==> config.mk <==
export PLATFORM = sky130hd
export DESIGN_NAME = txpa_regs
export DESIGN_NICKNAME = d
export VERILOG_FILES = /design/src/txpa_regs.v /design/src/txpa_sync.v
export VERILOG_INCLUDE_DIRS = /design/src /design/src/src
export SDC_FILE = /design/constraint.sdc
export NUM_CORES = 1
export LEC_CHECK = 0
export ABC_AREA = 0
export BUFFER_PORTS_ARGS = -buffer_cell sky130_fd_sc_hd__buf_2
export CELL_PAD_IN_SITES_DETAIL_PLACEMENT = 0
export CELL_PAD_IN_SITES_GLOBAL_PLACEMENT = 1
export CORE_ASPECT_RATIO = 0.7
export CORE_MARGIN = 2
export CORE_UTILIZATION = 30
export DETAILED_ROUTE_END_ITERATION = 7
export PLACE_DENSITY = 0.58
export SETUP_SLACK_MARGIN = 0.5
export SLEW_MARGIN = 20
export SYNTH_ARGS = -nofsm -noshare
export SYNTH_HDL_FRONTEND = slang
export SYNTH_SLANG_ARGS = --single-unit
==> constraint.sdc <==
create_clock -name i_ref_clk -period 3.06 [get_ports i_ref_clk]
set_input_delay 0.306 -clock i_ref_clk [delete_from_list [all_inputs] [get_ports i_ref_clk]]
set_output_delay 0.306 -clock i_ref_clk [all_outputs]
set_load 0.1 [all_outputs]
==> src/txpa_defs.vh <==
`ifndef TXPA_DEFS_VH
`define TXPA_DEFS_VH
// register offsets (12-bit address)
`define TXPA_ADDR_PWRDN   12'h011
`define TXPA_ADDR_MASK    12'h012
`define TXPA_ADDR_SRC     12'h013
`define TXPA_ADDR_DLY     12'h014
`define TXPA_ADDR_IRQEN   12'h01f
// reset values
`define TXPA_RST_PWRDN    8'hf8
`define TXPA_RST_MASK     8'h00
`define TXPA_RST_SRC      8'h20
`define TXPA_RST_DLY      8'h08
`define TXPA_RST_IRQEN    8'h00
// writable-bit masks
`define TXPA_WM_SRC       8'h7f
`define TXPA_WM_DLY       8'h0f
// field positions
`define TXPA_BIT_PD_REF   7
`define TXPA_BIT_PD_DAC0  6
`define TXPA_BIT_MASK_B   7
`define TXPA_BIT_MASK_A   6
`define TXPA_BIT_SRC_PROT 6
`define TXPA_BIT_SRC_TXSM 5
`define TXPA_BIT_SRC_BLSM 4
`define TXPA_BIT_SRC_SW   3
`define TXPA_BIT_SW_ON    2
`define TXPA_BIT_TXSW_SEL 1
`define TXPA_BIT_TXSW_VAL 0
`define TXPA_BIT_IRQ_CUL  5
`define TXPA_BIT_IRQ_CL   4
`define TXPA_BIT_IRQ_LUL  3
`define TXPA_BIT_IRQ_LL   2
// coarse delay: code 0 = -4 periods, step 1/2 period; offset in half periods
`define TXPA_DLY_OFS_HALF 5'h08
`endif

==> src/txpa_regs.v <==
// Overview of operation
// pair-B mask set and pin B low powers down DACs 2 and 3.
// pair-A mask set and pin A low powers down DACs 0 and 1.
// protection-source bit, reset 0, lets protection block drive amp enable.
// tx-fsm source bit, reset 1, lets transmit state machine drive amp enable.
// blanking source bit, reset 0, lets blanking state machine drive amp enable.
// software source bit makes amp enable follow the software on bit below it.
// software tx select replaces the enable pins with the software value bit.
// four-bit coarse delay resets to 8; 0 minimum, 15 maximum.
// delay spans -4 to +3.5 DAC periods in half-period steps.
// enable bit lets converter PLL unlock raise an interrupt.
// enable bit lets converter PLL lock raise an interrupt.
// enable bit lets link PLL unlock raise an interrupt.
// enable bit lets link PLL lock raise an interrupt.
// an individual DAC power-down bit always powers that DAC down.
// interrupt rises only for events whose enable bit is set.
// with several amp sources selected, all must request on.
`timescale 1ns/1ps
`include "txpa_defs.vh"
module txpa_regs (
  // clock and control
  input  wire              i_ref_clk,
  input  wire              i_rst,
  input  wire              i_ce,
  // register port from serial interface
  input  wire              i_wr,
  input  wire              i_rd,
  input  wire [11:0]       i_addr,
  input  wire [7:0]        i_wdata,
  output reg  [7:0]        o_rdata,
  output reg               o_rvalid,
  // pins (asynchronous)
  input  wire              i_tx_enable_pin_a,
  input  wire              i_tx_enable_pin_b,
  // amp enable sources (same clock)
  input  wire              i_amp_protection_ok,
  input  wire              i_amp_tx_fsm_on,
  input  wire              i_amp_blanking_fsm_on,
  // pll lock events (same clock, one-cycle pulses)
  input  wire              i_conv_pll_lock_ev,
  input  wire              i_conv_pll_unlock_ev,
  input  wire              i_link_pll_lock_ev,
  input  wire              i_link_pll_unlock_ev,
  // outputs
  output reg  [3:0]        o_dac_powerdown,
  output reg               o_ref_powerdown,
  output reg               o_tx_enable_a,
  output reg               o_tx_enable_b,
  output reg               o_amp_enable,
  output reg  [3:0]        o_coarse_delay_code,
  output reg signed [4:0]  o_coarse_delay_half,
  output reg               o_irq
);
  reg [7:0] pwrdn_r;
  reg [7:0] mask_r;
  reg [7:0] src_r;
  reg [7:0] dly_r;
  reg [7:0] irqen_r;
  wire      pin_a_s;
  wire      pin_b_s;

  txpa_sync u_sync_a (
    .i_ref_clk (i_ref_clk),
    .i_rst     (i_rst),
    .i_ce      (i_ce),
    .i_async   (i_tx_enable_pin_a),
    .o_sync    (pin_a_s)
  );
  txpa_sync u_sync_b (
    .i_ref_clk (i_ref_clk),
    .i_rst     (i_rst),
    .i_ce      (i_ce),
    .i_async   (i_tx_enable_pin_b),
    .o_sync    (pin_b_s)
  );

  // register read mux
  function [7:0] reg_read;
    input [11:0] a;
    begin
      case (a)
        `TXPA_ADDR_PWRDN: reg_read = pwrdn_r;
        `TXPA_ADDR_MASK:  reg_read = mask_r;
        `TXPA_ADDR_SRC:   reg_read = src_r;
        `TXPA_ADDR_DLY:   reg_read = dly_r;
        `TXPA_ADDR_IRQEN: reg_read = irqen_r;
        default:          reg_read = 8'h00;
      endcase
    end
  endfunction

  // decoded write strobes, already gated by the clock enable
  wire                     wr_en;
  wire                     wr_pwrdn;
  wire                     wr_mask;
  wire                     wr_src;
  wire                     wr_dly;
  wire                     wr_irqen;
  // next values of the registered outputs
  reg                      tx_a_nxt;
  reg                      tx_b_nxt;
  reg  [3:0]               pd_nxt;
  reg                      amp_nxt;
  reg                      any_src;
  reg                      irq_nxt;
  wire [4:0]               dly_half_nxt;

  // true when the request addresses the given register
  function addr_hit;
    input [11:0] a;
    input [11:0] target;
    begin
      addr_hit = (a == target);
    end
  endfunction

  // effective transmit enable: software override or synchronised pin
  function tx_effective;
    input sw_sel;
    input sw_val;
    input pin;
    begin
      tx_effective = sw_sel ? sw_val : pin;
    end
  endfunction

  // a dac is down when its own bit is set or its masked pair is disabled
  function dac_down;
    input own_pd;
    input pair_mask;
    input pair_tx;
    begin
      dac_down = own_pd | (pair_mask & ~pair_tx);
    end
  endfunction

  // a source that is not selected does not veto the amp
  function src_vote;
    input selected;
    input request;
    begin
      src_vote = ~selected | request;
    end
  endfunction

  // an event reaches the interrupt only through its enable bit
  function irq_hit;
    input enable;
    input pulse;
    begin
      irq_hit = enable & pulse;
    end
  endfunction

  assign wr_en    = i_ce & i_wr;
  assign wr_pwrdn = wr_en & addr_hit(i_addr, `TXPA_ADDR_PWRDN);
  assign wr_mask  = wr_en & addr_hit(i_addr, `TXPA_ADDR_MASK);
  assign wr_src   = wr_en & addr_hit(i_addr, `TXPA_ADDR_SRC);
  assign wr_dly   = wr_en & addr_hit(i_addr, `TXPA_ADDR_DLY);
  assign wr_irqen = wr_en & addr_hit(i_addr, `TXPA_ADDR_IRQEN);

  // individual power-down bits: ref, dac0..dac3 in bits 7..3
  always @(posedge i_ref_clk) begin
    if (i_rst) begin
      pwrdn_r <= `TXPA_RST_PWRDN;
    end else if (wr_pwrdn) begin
      pwrdn_r <= i_wdata;
    end
  end

  // pin masks for the two dac pairs
  always @(posedge i_ref_clk) begin
    if (i_rst) begin
      mask_r <= `TXPA_RST_MASK;
    end else if (wr_mask) begin
      mask_r <= i_wdata;
    end
  end

  // amp sources and software transmit enable; bit 7 reads zero
  always @(posedge i_ref_clk) begin
    if (i_rst) begin
      src_r <= `TXPA_RST_SRC;
    end else if (wr_src) begin
      src_r <= i_wdata & `TXPA_WM_SRC;
    end
  end

  // coarse delay; upper nibble reads zero
  always @(posedge i_ref_clk) begin
    if (i_rst) begin
      dly_r <= `TXPA_RST_DLY;
    end else if (wr_dly) begin
      dly_r <= i_wdata & `TXPA_WM_DLY;
    end
  end

  // pll interrupt enables
  always @(posedge i_ref_clk) begin
    if (i_rst) begin
      irqen_r <= `TXPA_RST_IRQEN;
    end else if (wr_irqen) begin
      irqen_r <= i_wdata;
    end
  end

  // next values of the control outputs
  always @* begin
    tx_a_nxt  = tx_effective(src_r[`TXPA_BIT_TXSW_SEL],
                             src_r[`TXPA_BIT_TXSW_VAL], pin_a_s);
    tx_b_nxt  = tx_effective(src_r[`TXPA_BIT_TXSW_SEL],
                             src_r[`TXPA_BIT_TXSW_VAL], pin_b_s);

    // bits 6..3 of pwrdn_r are dac0..dac3
    pd_nxt[0] = dac_down(pwrdn_r[`TXPA_BIT_PD_DAC0],
                         mask_r[`TXPA_BIT_MASK_A], tx_a_nxt);
    pd_nxt[1] = dac_down(pwrdn_r[`TXPA_BIT_PD_DAC0 - 1],
                         mask_r[`TXPA_BIT_MASK_A], tx_a_nxt);
    pd_nxt[2] = dac_down(pwrdn_r[`TXPA_BIT_PD_DAC0 - 2],
                         mask_r[`TXPA_BIT_MASK_B], tx_b_nxt);
    pd_nxt[3] = dac_down(pwrdn_r[`TXPA_BIT_PD_DAC0 - 3],
                         mask_r[`TXPA_BIT_MASK_B], tx_b_nxt);

    // the amp is on only when every selected source agrees
    any_src   = src_r[`TXPA_BIT_SRC_PROT] | src_r[`TXPA_BIT_SRC_TXSM]
              | src_r[`TXPA_BIT_SRC_BLSM] | src_r[`TXPA_BIT_SRC_SW];
    // no selected source leaves the amp off
    amp_nxt   = any_src
              & src_vote(src_r[`TXPA_BIT_SRC_PROT], i_amp_protection_ok)
              & src_vote(src_r[`TXPA_BIT_SRC_TXSM], i_amp_tx_fsm_on)
              & src_vote(src_r[`TXPA_BIT_SRC_BLSM], i_amp_blanking_fsm_on)
              & src_vote(src_r[`TXPA_BIT_SRC_SW], src_r[`TXPA_BIT_SW_ON]);

    // events are pulses; there is no sticky status to clear
    irq_nxt   = irq_hit(irqen_r[`TXPA_BIT_IRQ_CUL], i_conv_pll_unlock_ev)
              | irq_hit(irqen_r[`TXPA_BIT_IRQ_CL], i_conv_pll_lock_ev)
              | irq_hit(irqen_r[`TXPA_BIT_IRQ_LUL], i_link_pll_unlock_ev)
              | irq_hit(irqen_r[`TXPA_BIT_IRQ_LL], i_link_pll_lock_ev);
  end

  // signed delay in half dac periods: code 0 is four periods early
  assign dly_half_nxt = {1'b0, dly_r[3:0]} - `TXPA_DLY_OFS_HALF;

  // read port: one-cycle valid, data held until the next read
  // reads of reserved or unmapped addresses return zero
  always @(posedge i_ref_clk) begin
    if (i_rst) begin
      o_rvalid <= 1'b0;
      o_rdata  <= 8'h00;
    end else if (i_ce) begin
      o_rvalid <= i_rd;
      if (i_rd) begin
        o_rdata <= reg_read(i_addr);
      end
    end
  end

  // power-down outputs
  always @(posedge i_ref_clk) begin
    if (i_rst) begin
      o_dac_powerdown <= 4'hf;
      o_ref_powerdown <= 1'b1;
    end else if (i_ce) begin
      o_dac_powerdown <= pd_nxt;
      o_ref_powerdown <= pwrdn_r[`TXPA_BIT_PD_REF];
    end
  end

  // effective transmit enables
  always @(posedge i_ref_clk) begin
    if (i_rst) begin
      o_tx_enable_a <= 1'b0;
      o_tx_enable_b <= 1'b0;
    end else if (i_ce) begin
      o_tx_enable_a <= tx_a_nxt;
      o_tx_enable_b <= tx_b_nxt;
    end
  end

  // registered so that a source mux glitch never reaches the amp pin
  always @(posedge i_ref_clk) begin
    if (i_rst) begin
      o_amp_enable <= 1'b0;
    end else if (i_ce) begin
      o_amp_enable <= amp_nxt;
    end
  end

  // coarse delay outputs
  always @(posedge i_ref_clk) begin
    if (i_rst) begin
      o_coarse_delay_code <= 4'h8;
      o_coarse_delay_half <= 5'sh00;
    end else if (i_ce) begin
      o_coarse_delay_code <= dly_r[3:0];
      o_coarse_delay_half <= dly_half_nxt;
    end
  end

  // interrupt pulse, one cycle for each cycle holding any enabled event; coinciding events merge
  always @(posedge i_ref_clk) begin
    if (i_rst) begin
      o_irq <= 1'b0;
    end else if (i_ce) begin
      o_irq <= irq_nxt;
    end
  end
endmodule // txpa_regs

==> src/txpa_sync.v <==
`timescale 1ns/1ps
// three-stage synchroniser; value changes once stages two and three agree
module txpa_sync (
  // clock and control
  input  wire i_ref_clk,
  input  wire i_rst,
  input  wire i_ce,
  // data
  input  wire i_async,
  output reg  o_sync
);
  reg s1_r;
  reg s2_r;
  reg s3_r;
  always @(posedge i_ref_clk) begin
    if (i_rst) begin
      s1_r   <= 1'b0;
      s2_r   <= 1'b0;
      s3_r   <= 1'b0;
      o_sync <= 1'b0;
    end else if (i_ce) begin
      s1_r <= i_async;
      s2_r <= s1_r;
      s3_r <= s2_r;
      if (s2_r == s3_r) begin
        o_sync <= s3_r;
      end
    end
  end
endmodule // txpa_sync
==> results of run 1 <==
critical path, stage by stage:
cell,delay (ns)
buf_2,0.09
or4b_1,0.74
nor4b_4,0.55
nand2_1,0.23
a211o_1,0.33
sequential cells by signal (all words and copies together), names as in the netlist, 4 cells and up:
name and flops:
o_dac_powerdown 4, mask_r 8, o_coarse_delay_code 4, src_r 7, pwrdn_r 8, dly_r 4
irqen_r 8, o_rdata 8
synth_stat cells, types with 9 or more instances:
library cell / number / area share [%]
nand3_1: 17 / 2.8
a22oi_1: 10 / 2.5
a21oi_1: 28 / 4.6
o21ai_0: 12 / 2.0
mux2_2: 9 / 3.3
clkbuf_1: 11 / 1.4
nand2_1: 13 / 1.6
mux2i_1: 20 / 6.6
nor2_1: 33 / 4.1
o21ai_1: 10 / 1.6
dfxtp_1: 66 / 43
per-layer routing:
metal | wire length (um) | share of wire, %
met4 | 61 | 0.72
met2 | 3380 | 40
met5 | 0 | 0
met3 | 498 | 5.9
met1 | 4500 | 53
stage by stage:
| step | std cells | power, mW |
|---|---|---|
| after floorplan | 327 | 1.02 |
| after global placement | 493 | 1.07 |
| after detailed placement | 493 | 1.07 |
| after CTS | 509 | 2.15 |
| after global routing | 509 | 2.20 |
| final | 509 | 2.12 |
report_power, final:
part           switching [mW]  internal [mW]  total, mW  leakage [nW]
clock network           0.389          0.677       1.07         0.148
logic                   0.130         0.0471      0.177         0.730
registers             0.00523          0.870      0.875         0.534
worst paths after layout:
kind	depth (start not counted)	slack [ns]	startpoint	to
max	5	1.03	i_addr[5]	pwrdn_r[3]$_SDFFE_PP1P_
min	3	0.21	i_tx_enable_pin_b	u_sync_b.s1_r$_SDFFE_PP0P_
max reg2reg	4	1.73	src_r[3]$_SDFFE_PP0P_	o_rdata[3]$_SDFFE_PP0P_
min reg2reg	2	0.46	o_amp_enable$_SDFFE_PP0P_	o_amp_enable$_SDFFE_PP0P_
cell type report:
cell class / instances / share of cell area [%]
Tap cell: 128 / 4.40
Timing Repair Buffer: 66 / 9.48
Sequential cell: 66 / 36.3
Inverter: 7 / 0.721
Clock inverter: 5 / 1.72
Multi-Input combinational cell: 226 / 40.5
Clock buffer: 11 / 6.94
logic make-up after synthesis:
kind of cell | share of synthesized area, %
multiplexers | 9.92
AO/OA/AOI/OAI | 19.0
buffers and inverters | 8.03
AND/OR/NAND/NOR | 19.6
flip-flops | 43.5
==> impl_metrics.json, run 1 <==
{
  "status": "complete, no violations",
  "grt_overflow": 0,
  "fmax_mhz": 492,
  "peakVddDrop_uv": 245,
  "die-area_um2": 11000,
  "start_kind": "input pin",
  "clock_path_buffers": 2,
  "final_cell_area_um2": 3640,
  "synthesis.area_um2": 3040,
  "grt_pass1_vias": 2490,
  "drtPass1Iterations": 4,
  "worst_pin_slew_ns": 0.719,
  "synthCells": 327,
  "regArea_um2": 1320,
  "via_per_inst": 4.99,
  "placeableCoreArea_um2": 9760,
  "track_usage_pct": 16.5,
  "cts_buffers": 9,
  "cap_violations": 0,
  "end_kind": "flop",
  "place_hpwl_mm": 6.04,
  "yosysSeqAreaShare_pct": 43.5,
  "syn_avg_cell_area_um2": 9.29,
  "initial_utilization_pct": 31.1,
  "post_cts_resized": 0,
  "synthFlopType": "dfxtp_1",
  "grt_pass1_wl_mm": 13.7,
  "rows": 30,
  "hold_ws_ns": 0.206,
  "root_buffer": "clkbuf_16",
  "dpl_worst_slack_ns": 0.672,
  "cts_setup_buffers": 0,
  "synth_warnings": 0,
  "area_growth_pct": 19.8,
  "fillerInstances": 1008,
  "final.min_clock_period_ns": 2.03,
  "grt_use_met2_pct": 23.0,
  "htree_levels": 3,
  "drt_iter0_markers": 175,
  "finalSetupViolCount": 0,
  "setup_slack_ns": 1.03,
  "cts_hold_buf": 0,
  "die_h_um": 88.2,
  "fin_skew_ns": 0.00563,
  "numPortBuffers": 60,
  "drc": 0,
  "multi_input_area_um2": 1470,
  "yosys_register_bits": 66,
  "num-nets-final": 410,
  "most-common-layout-cells": "66 x dfxtp_1, 60 x buf_2, 33 x nor2_1",
  "max_slew_margin_pct": 51.7,
  "cp.required_ns": 3.28,
  "slew_viol_final": 0,
  "drt_wl_total_mm": 8.45,
  "place_congestion": 0.803,
  "clkSinkCount": 66,
  "synthDistinctLibCells": 44,
  "num_antenna_cells": 0,
  "grt_max_degree": 60,
  "grt.busiest_layer": "met1",
  "worst_hold_path_type": "input pin to flop",
  "use_met3_pct": 4.17,
  "hold_viol_final": 0,
  "rsz0062_at_grt": "false",
  "vias": 2540,
  "clock_latency_ns": 0.33,
  "cts_tree": "yes",
  "placed_area_um2": 3330,
  "criticalPathCategory": "input pin to flop",
  "crit_fanout": 8,
  "antenna_found_initial": 0,
  "antenna_left": 0,
  "clk_pin_slew_worst_paths_ns": 0.06,
  "synth_edf_count": 0,
  "grtUsageMet1_pct": 24.4,
  "wl_per_cell_um": 16.6,
  "power.density_nw_per_um2": 582,
  "ios": 61,
  "final_common_cell": "dfxtp_1",
  "die_x_um": 124,
  "finalSetupTns_ns": 0,
  "p_leak_nw": 1.41,
  "syn-num-nets": 361,
  "critical_path_arrival_ns": 2.25,
  "final_util_pct": 37.3,
  "drive_gt1_share_pct": 26.5,
  "final.period_utilization_pct": 66.4,
  "synthArstFlopShare_pct": 0
}
No activity file was read; power rests on OpenSTA's default activity.
==> run 2: changes to the inputs <==
--- a/config.mk
+++ b/config.mk
@@ -6,7 +6,7 @@
 export SDC_FILE = /design/constraint.sdc
 export NUM_CORES = 1
 export LEC_CHECK = 0
-export ABC_AREA = 0
+export ABC_AREA = 1
 export BUFFER_PORTS_ARGS = -buffer_cell sky130_fd_sc_hd__buf_2
 export CELL_PAD_IN_SITES_DETAIL_PLACEMENT = 0
 export CELL_PAD_IN_SITES_GLOBAL_PLACEMENT = 1
@@ -14,7 +14,7 @@
 export CORE_MARGIN = 2
 export CORE_UTILIZATION = 30
 export DETAILED_ROUTE_END_ITERATION = 7
-export PLACE_DENSITY = 0.58
+export PLACE_DENSITY = 0.6
 export SETUP_SLACK_MARGIN = 0.5
 export SLEW_MARGIN = 20
 export SYNTH_ARGS = -nofsm -noshare
==> constraint.sdc (replaced) <==
create_clock -name i_ref_clk -period 1.9 [get_ports i_ref_clk]
set_input_delay 0.19 -clock i_ref_clk [delete_from_list [all_inputs] [get_ports i_ref_clk]]
set_output_delay 0.19 -clock i_ref_clk [all_outputs]
set_load 0.1 [all_outputs]
==> impl_metrics.json, run 2 <==
{
  "yosys.area_share.simple_pct": 20.4,
  "grt_max_degree": 44,
  "rr_startpoint": "src_r[1]$_SDFFE_PP0P_",
  "setup_slack_ns": 0.591,
  "drt_wl_total_mm": 8.09,
  "die-area_um2": 10400,
  "start_kind": "flop",
  "multi_input_area_um2": 1250,
  "grt_pass1_vias": 2543,
  "clock_path_buffers": 2,
  "rr_worst_depth": 6,
  "status": "complete, no violations",
  "final.period_utilization_pct": 68.9,
  "slowest_stage": "buf_2",
  "worstReg2RegEnd": "o_dac_powerdown[0]$_SDFFE_PP1P_",
  "synthCells": 382,
  "cts_hold_buf": 0,
  "peakVddDrop_uv": 396,
  "synthDistinctLibCells": 29,
  "criticalPathCategory": "flop to primary output",
  "startpoint": "o_rdata[5]$_SDFFE_PP0P_",
  "critical_path_arrival_ns": 1.12,
  "syn-num-nets": 416,
  "synthTopCellsByArea": "dfxtp_1 46%, o21ai_0 7.6%, a21oi_1 7.4%",
  "vias": 2707,
  "root_buffer": "clkbuf_16",
  "synth_fa_ha_area_share_pct": 0,
  "hold_start": "i_tx_enable_pin_a",
  "yosysMostFrequentCell": "dfxtp_1",
  "initial_utilization_pct": 31.3,
  "synth_top_family_by_area": "compound AO/OA/AOI/OAI gates",
  "via_per_inst": 4.68,
  "wl_per_cell_um": 14.0,
  "synth_common_cells": "66 x dfxtp_1, 55 x nand2_1, 51 x inv_1, 44 x o21ai_0, 43 x a21oi_1",
  "fin_skew_ns": 0.00214,
  "cap_violations": 0,
  "fillerInstances": 1028,
  "final_common_cell": "dfxtp_1",
  "synthesis.area_um2": 2890,
  "rows": 29,
  "fin_cells": 578,
  "fmax_mhz": 764,
  "cts_tree": "yes",
  "synth.top_cell.area_share_pct": 45.7,
  "crit_family": "buffers and inverters",
  "regArea_um2": 1330,
  "clk_pin_slew_worst_paths_ns": 0.05,
  "end_kind": "primary output",
  "synth.largest_area_cell": "dfxtp_1",
  "syn_avg_cell_area_um2": 7.56,
  "cpPeakStageDelay_ns": 0.44,
  "clkSinkCount": 66,
  "worst_hold_path_type": "input pin to flop",
  "cts_setup_buffers": 0,
  "max_slew_margin_pct": 67.7,
  "cp_num_cells": 1,
  "final.min_clock_period_ns": 1.31,
  "grt_overflow": 0,
  "finalSetupViolCount": 0,
  "drtPass1Iterations": 4,
  "die_x_um": 121,
  "htree_levels": 3,
  "yosys_register_bits": 66,
  "drc": 0,
  "synth_edf_count": 0,
  "area_growth_pct": 27.7,
  "cp.required_ns": 1.71,
  "hold_viol_final": 0,
  "synth_warnings": 0,
  "antenna_found_initial": 0,
  "drive_gt1_share_pct": 24.9,
  "p_total_mw": 3.36,
  "dp_cells": 552,
  "place_hpwl_mm": 6.13,
  "placeableCoreArea_um2": 9220,
  "crit_end": "o_rdata[5]",
  "muxShareOfSynthArea_pct": 0,
  "finalSetupTns_ns": 0,
  "worst_pin_slew_ns": 0.488,
  "yosysSeqAreaShare_pct": 45.7,
  "r2r_setup_slack_ns": 0.84,
  "place_congestion": 0.819,
  "synthArstFlopShare_pct": 0,
  "p_leak_nw": 1.67,
  "antenna_left": 0,
  "num-nets-final": 483,
  "grt_pass1_wl_mm": 13.1,
  "numPortBuffers": 60,
  "power.density_nw_per_um2": 910,
  "slew_viol_final": 0,
  "post_cts_resized": 0,
  "crit_fanout": 2,
  "dpl_worst_slack_ns": 0.194,
  "track_usage_pct": 16.6,
  "die_h_um": 86.1,
  "synthFlopType": "dfxtp_1",
  "synth_compound_area_share_pct": 22.7,
  "yosys.area_share.xor_xnor_pct": 0,
  "num_antenna_cells": 0,
  "cts_buffers": 9,
  "drt_iter0_markers": 133,
  "path_buf_inv": 1,
  "most-common-layout-cells": "62 x dfxtp_1, 60 x buf_2, 55 x nand2_1",
  "cp_cell_sequence": "buf_2",
  "rsz0062_at_grt": "false",
  "ios": 61,
  "clock_latency_ns": 0.33
}
[run 2: cell types whose count changed after synthesis, sizes merged, moves of 17 or more]
cell,delta
inv,+45
mux2i,-20
o21ai,+29
nand2,+46
a21oi,+21
nand3,+17
[run 2: cells by family after synthesis]
kind of cell | Yosys count
AND/OR/NAND/NOR | 125
AO/OA/AOI/OAI | 117
buffers and inverters | 74
flip-flops | 66
[run 2: metrics by stage]
stage / cell area [um^2] / util (%) / hold slack, ns
2_1_floorplan: 2890 / - / 0.320
3_3_place_gp: 3300 / 35.8 / 0.415
3_5_place_dp: 3300 / 35.8 / 0.419
4_1_cts: 3580 / 38.8 / 0.0742
5_1_grt: 3690 / 40.0 / 0.0965
6_report: 3690 / 40.0 / 0.0837
[run 2: layer usage]
layer,routed length (um),vias up,GRT usage (%)
li1,-,1407,-
met4,81,0,4.70
met1,4160,1222,23.3
met3,561,8,5.39
met5,0,-,0
met2,3290,70,24.2
[run 2: power breakdown]
group          internal, mW  switching (mW)  total, mW
clock network          1.01           0.575       1.59
registers              1.41          0.0124       1.42
logic                0.0751           0.270      0.345
total                  2.50           0.857       3.36
[run 2: area by class of cell]
class,count,area share (%)
Inverter,52,5.29
Sequential cell,66,36.0
Multi-Input combinational cell,242,33.8
Clock buffer,13,6.51
Timing Repair Buffer,78,13.2
Clock inverter,3,1.09
Tap cell,124,4.21
[run 2: worst min path at each step]
stage,to,cells after the start
after floorplan,pwrdn_r[3]$_SDFFE_PP1P_,2
after global routing,u_sync_b.s1_r$_SDFFE_PP0P_,3
final,u_sync_a.s1_r$_SDFFE_PP0P_,3
after global placement,u_sync_a.s1_r$_SDFFE_PP0P_,3
after detailed placement,u_sync_b.s1_r$_SDFFE_PP0P_,3
after CTS,u_sync_b.s1_r$_SDFFE_PP0P_,3
[run 2: tightest hold or removal path, stage by stage]
cell and delay [ns]:
buf_2 0.07, nor2_1 0.03, nor2_1 0.08
==> run 3: changes to the inputs <==
--- a/config.mk
+++ b/config.mk
@@ -6,7 +6,7 @@
 export SDC_FILE = /design/constraint.sdc
 export NUM_CORES = 1
 export LEC_CHECK = 0
-export ABC_AREA = 1
+export ABC_AREA = 0
 export BUFFER_PORTS_ARGS = -buffer_cell sky130_fd_sc_hd__buf_2
 export CELL_PAD_IN_SITES_DETAIL_PLACEMENT = 0
 export CELL_PAD_IN_SITES_GLOBAL_PLACEMENT = 1
==> constraint.sdc (replaced) <==
create_clock -name i_ref_clk -period 1.2 [get_ports i_ref_clk]
set_input_delay 0.12 -clock i_ref_clk [delete_from_list [all_inputs] [get_ports i_ref_clk]]
set_output_delay 0.12 -clock i_ref_clk [all_outputs]
set_load 0.1 [all_outputs]
==> impl_metrics.json, run 3 (synthesized netlist as in run 1, its figures left out) <==
{
  "hold_start": "i_tx_enable_pin_a",
  "finalSetupViolCount": 43,
  "die-area_um2": 11000,
  "drive_gt1_share_pct": 50.8,
  "area_growth_pct": 59.7,
  "cts_hold_buf": 0,
  "critical_path_arrival_ns": 1.76,
  "most-common-layout-cells": "32 x nor2_1, 32 x dfxtp_1, 31 x buf_12",
  "power.density_nw_per_um2": 1170,
  "grt_overflow": 0,
  "r2r_setup_slack_ns": -0.10,
  "placeableCoreArea_um2": 9760,
  "die_h_um": 88.2,
  "max_slew_margin_pct": 71.8,
  "num-nets-final": 456,
  "track_usage_pct": 17.1,
  "drt_wl_total_mm": 9.10,
  "final_util_pct": 49.7,
  "final.min_clock_period_ns": 1.56,
  "end_kind": "flop",
  "clkSinkCount": 66,
  "rr_worst_depth": 4,
  "p_leak_nw": 1.91,
  "wl_met1_mm": 4.72,
  "fillerInstances": 913,
  "place_hpwl_mm": 6.35,
  "multi_input_area_um2": 1700,
  "via_per_inst": 5.03,
  "place_congestion": 0.793,
  "grt_pass1_wl_mm": 14.4,
  "rr_startpoint": "src_r[6]$_SDFFE_PP0P_",
  "wl_per_cell_um": 16.4,
  "cts_buffers": 9,
  "clock_latency_ns": 0.33,
  "htree_levels": 3,
  "grt_pass1_vias": 2684,
  "whs_path_depth": 3,
  "met2_length_mm": 3.81,
  "crit_fanout": 8,
  "fmax_mhz": 642,
  "antenna_left": 0,
  "antenna_found_initial": 0,
  "drc": 0,
  "status": "finished, violations left",
  "peakVddDrop_uv": 764,
  "cp.required_ns": 1.41,
  "hold_ws_ns": 0.0309,
  "clock_path_buffers": 2,
  "cap_violations": 0,
  "slew_viol_final": 0,
  "cp_cell_sequence": "buf_6 -> or4b_4 -> buf_6 -> or4b_4 -> o21ai_2 -> a21oi_2",
  "wl_met3_um": 482,
  "fin_skew_ns": 0.00378,
  "path_buf_inv": 2,
  "numPortBuffers": 60,
  "slowest_stage": "or4b_4",
  "regArea_um2": 1420,
  "drtPass1Iterations": 4,
  "root_buffer": "clkbuf_16",
  "hold_path_end": "u_sync_a.s1_r$_SDFFE_PP0P_",
  "highest_layer": "met4",
  "final.period_utilization_pct": 130,
  "cpPeakStageDelay_ns": 0.58,
  "grt_max_degree": 64,
  "die_x_um": 124,
  "failed_checks": "negative setup slack",
  "ios": 61,
  "vias": 2791,
  "hold_viol_final": 0,
  "rsz0062_at_grt": "true",
  "cts_tree": "yes",
  "num_antenna_cells": 0,
  "clk_pin_slew_worst_paths_ns": 0.05,
  "setup_slack_ns": -0.357,
  "criticalPathCategory": "input pin to flop",
  "start_kind": "input pin",
  "initial_utilization_pct": 31.1,
  "worstReg2RegEnd": "o_rdata[6]$_SDFFE_PP0P_",
  "rows": 30,
  "worst_hold_path_type": "input pin to flop",
  "drt_iter0_markers": 182,
  "worst_pin_slew_ns": 0.419,
  "crit_family": "simple AND/OR/NAND/NOR gates"
}
run 3: worst min-delay path, delay by kind of cell:
family                 cells  cell delay [ns]
and+or+nand+nor            1             0.07
muxes                      1             0.06
buffers and inverters      1             0.08
run 3: where the power goes:
part	switching, mW	internal, mW	total [mW]
Combinational	0.379	0.255	0.634
Sequential	0.0238	2.18	2.20
Clock	0.952	1.87	2.82
Total	1.35	4.30	5.66
run 3: final cells by class:
class / instances / area share, %
flip-flops and latches: 66 / 29.3
well taps: 128 / 3.30
clock inverters: 5 / 1.60
inverters: 7 / 0.541
repair buffers: 111 / 25.2
multi-input cells: 227 / 35.1
clock buffers: 11 / 5.00
run 3: through the flow:
stage	instances	TNS [ns]	setup slack (ns)	area [um^2]	total power, mW
floorplan	327	-23.39	-0.675	3280	2.59
global placement	526	-27.49	-0.714	4080	2.80
detailed placement	526	-27.82	-0.718	4080	2.80
CTS	550	-11.13	-0.312	4670	5.68
global route	555	-13.30	-0.364	4850	5.85
finish	555	-11.82	-0.357	4850	5.66
run 3: how the worst max path moves through the flow:
stage | start | endpoint | slack [ns] | cells past startpoint
2_1_floorplan | i_addr[5] | src_r[6]$_SDFFE_PP0P_ | -0.67 | 7
3_3_place_gp | i_addr[9] | o_rdata[1]$_SDFFE_PP0P_ | -0.71 | 8
3_5_place_dp | i_addr[5] | o_rdata[6]$_SDFFE_PP0P_ | -0.72 | 6
4_1_cts | i_addr[6] | src_r[1]$_SDFFE_PP0P_ | -0.31 | 6
5_1_grt | i_addr[6] | src_r[1]$_SDFFE_PP0P_ | -0.36 | 6
6_report | i_addr[6] | src_r[1]$_SDFFE_PP0P_ | -0.36 | 6
run 3: routing by layer:
metal,vias up,track usage (%)
li1,1385,-
met1,1322,24.0
met2,75,25.6
met3,9,5.14
met4,0,5.31
met5,-,0
run 3: repair_timing:
action,CTS,global route
pin swaps,29,29
setup buffers,7,5
setup endpoints to repair,83,85
gates resized for setup,66,32
cloned,1,0
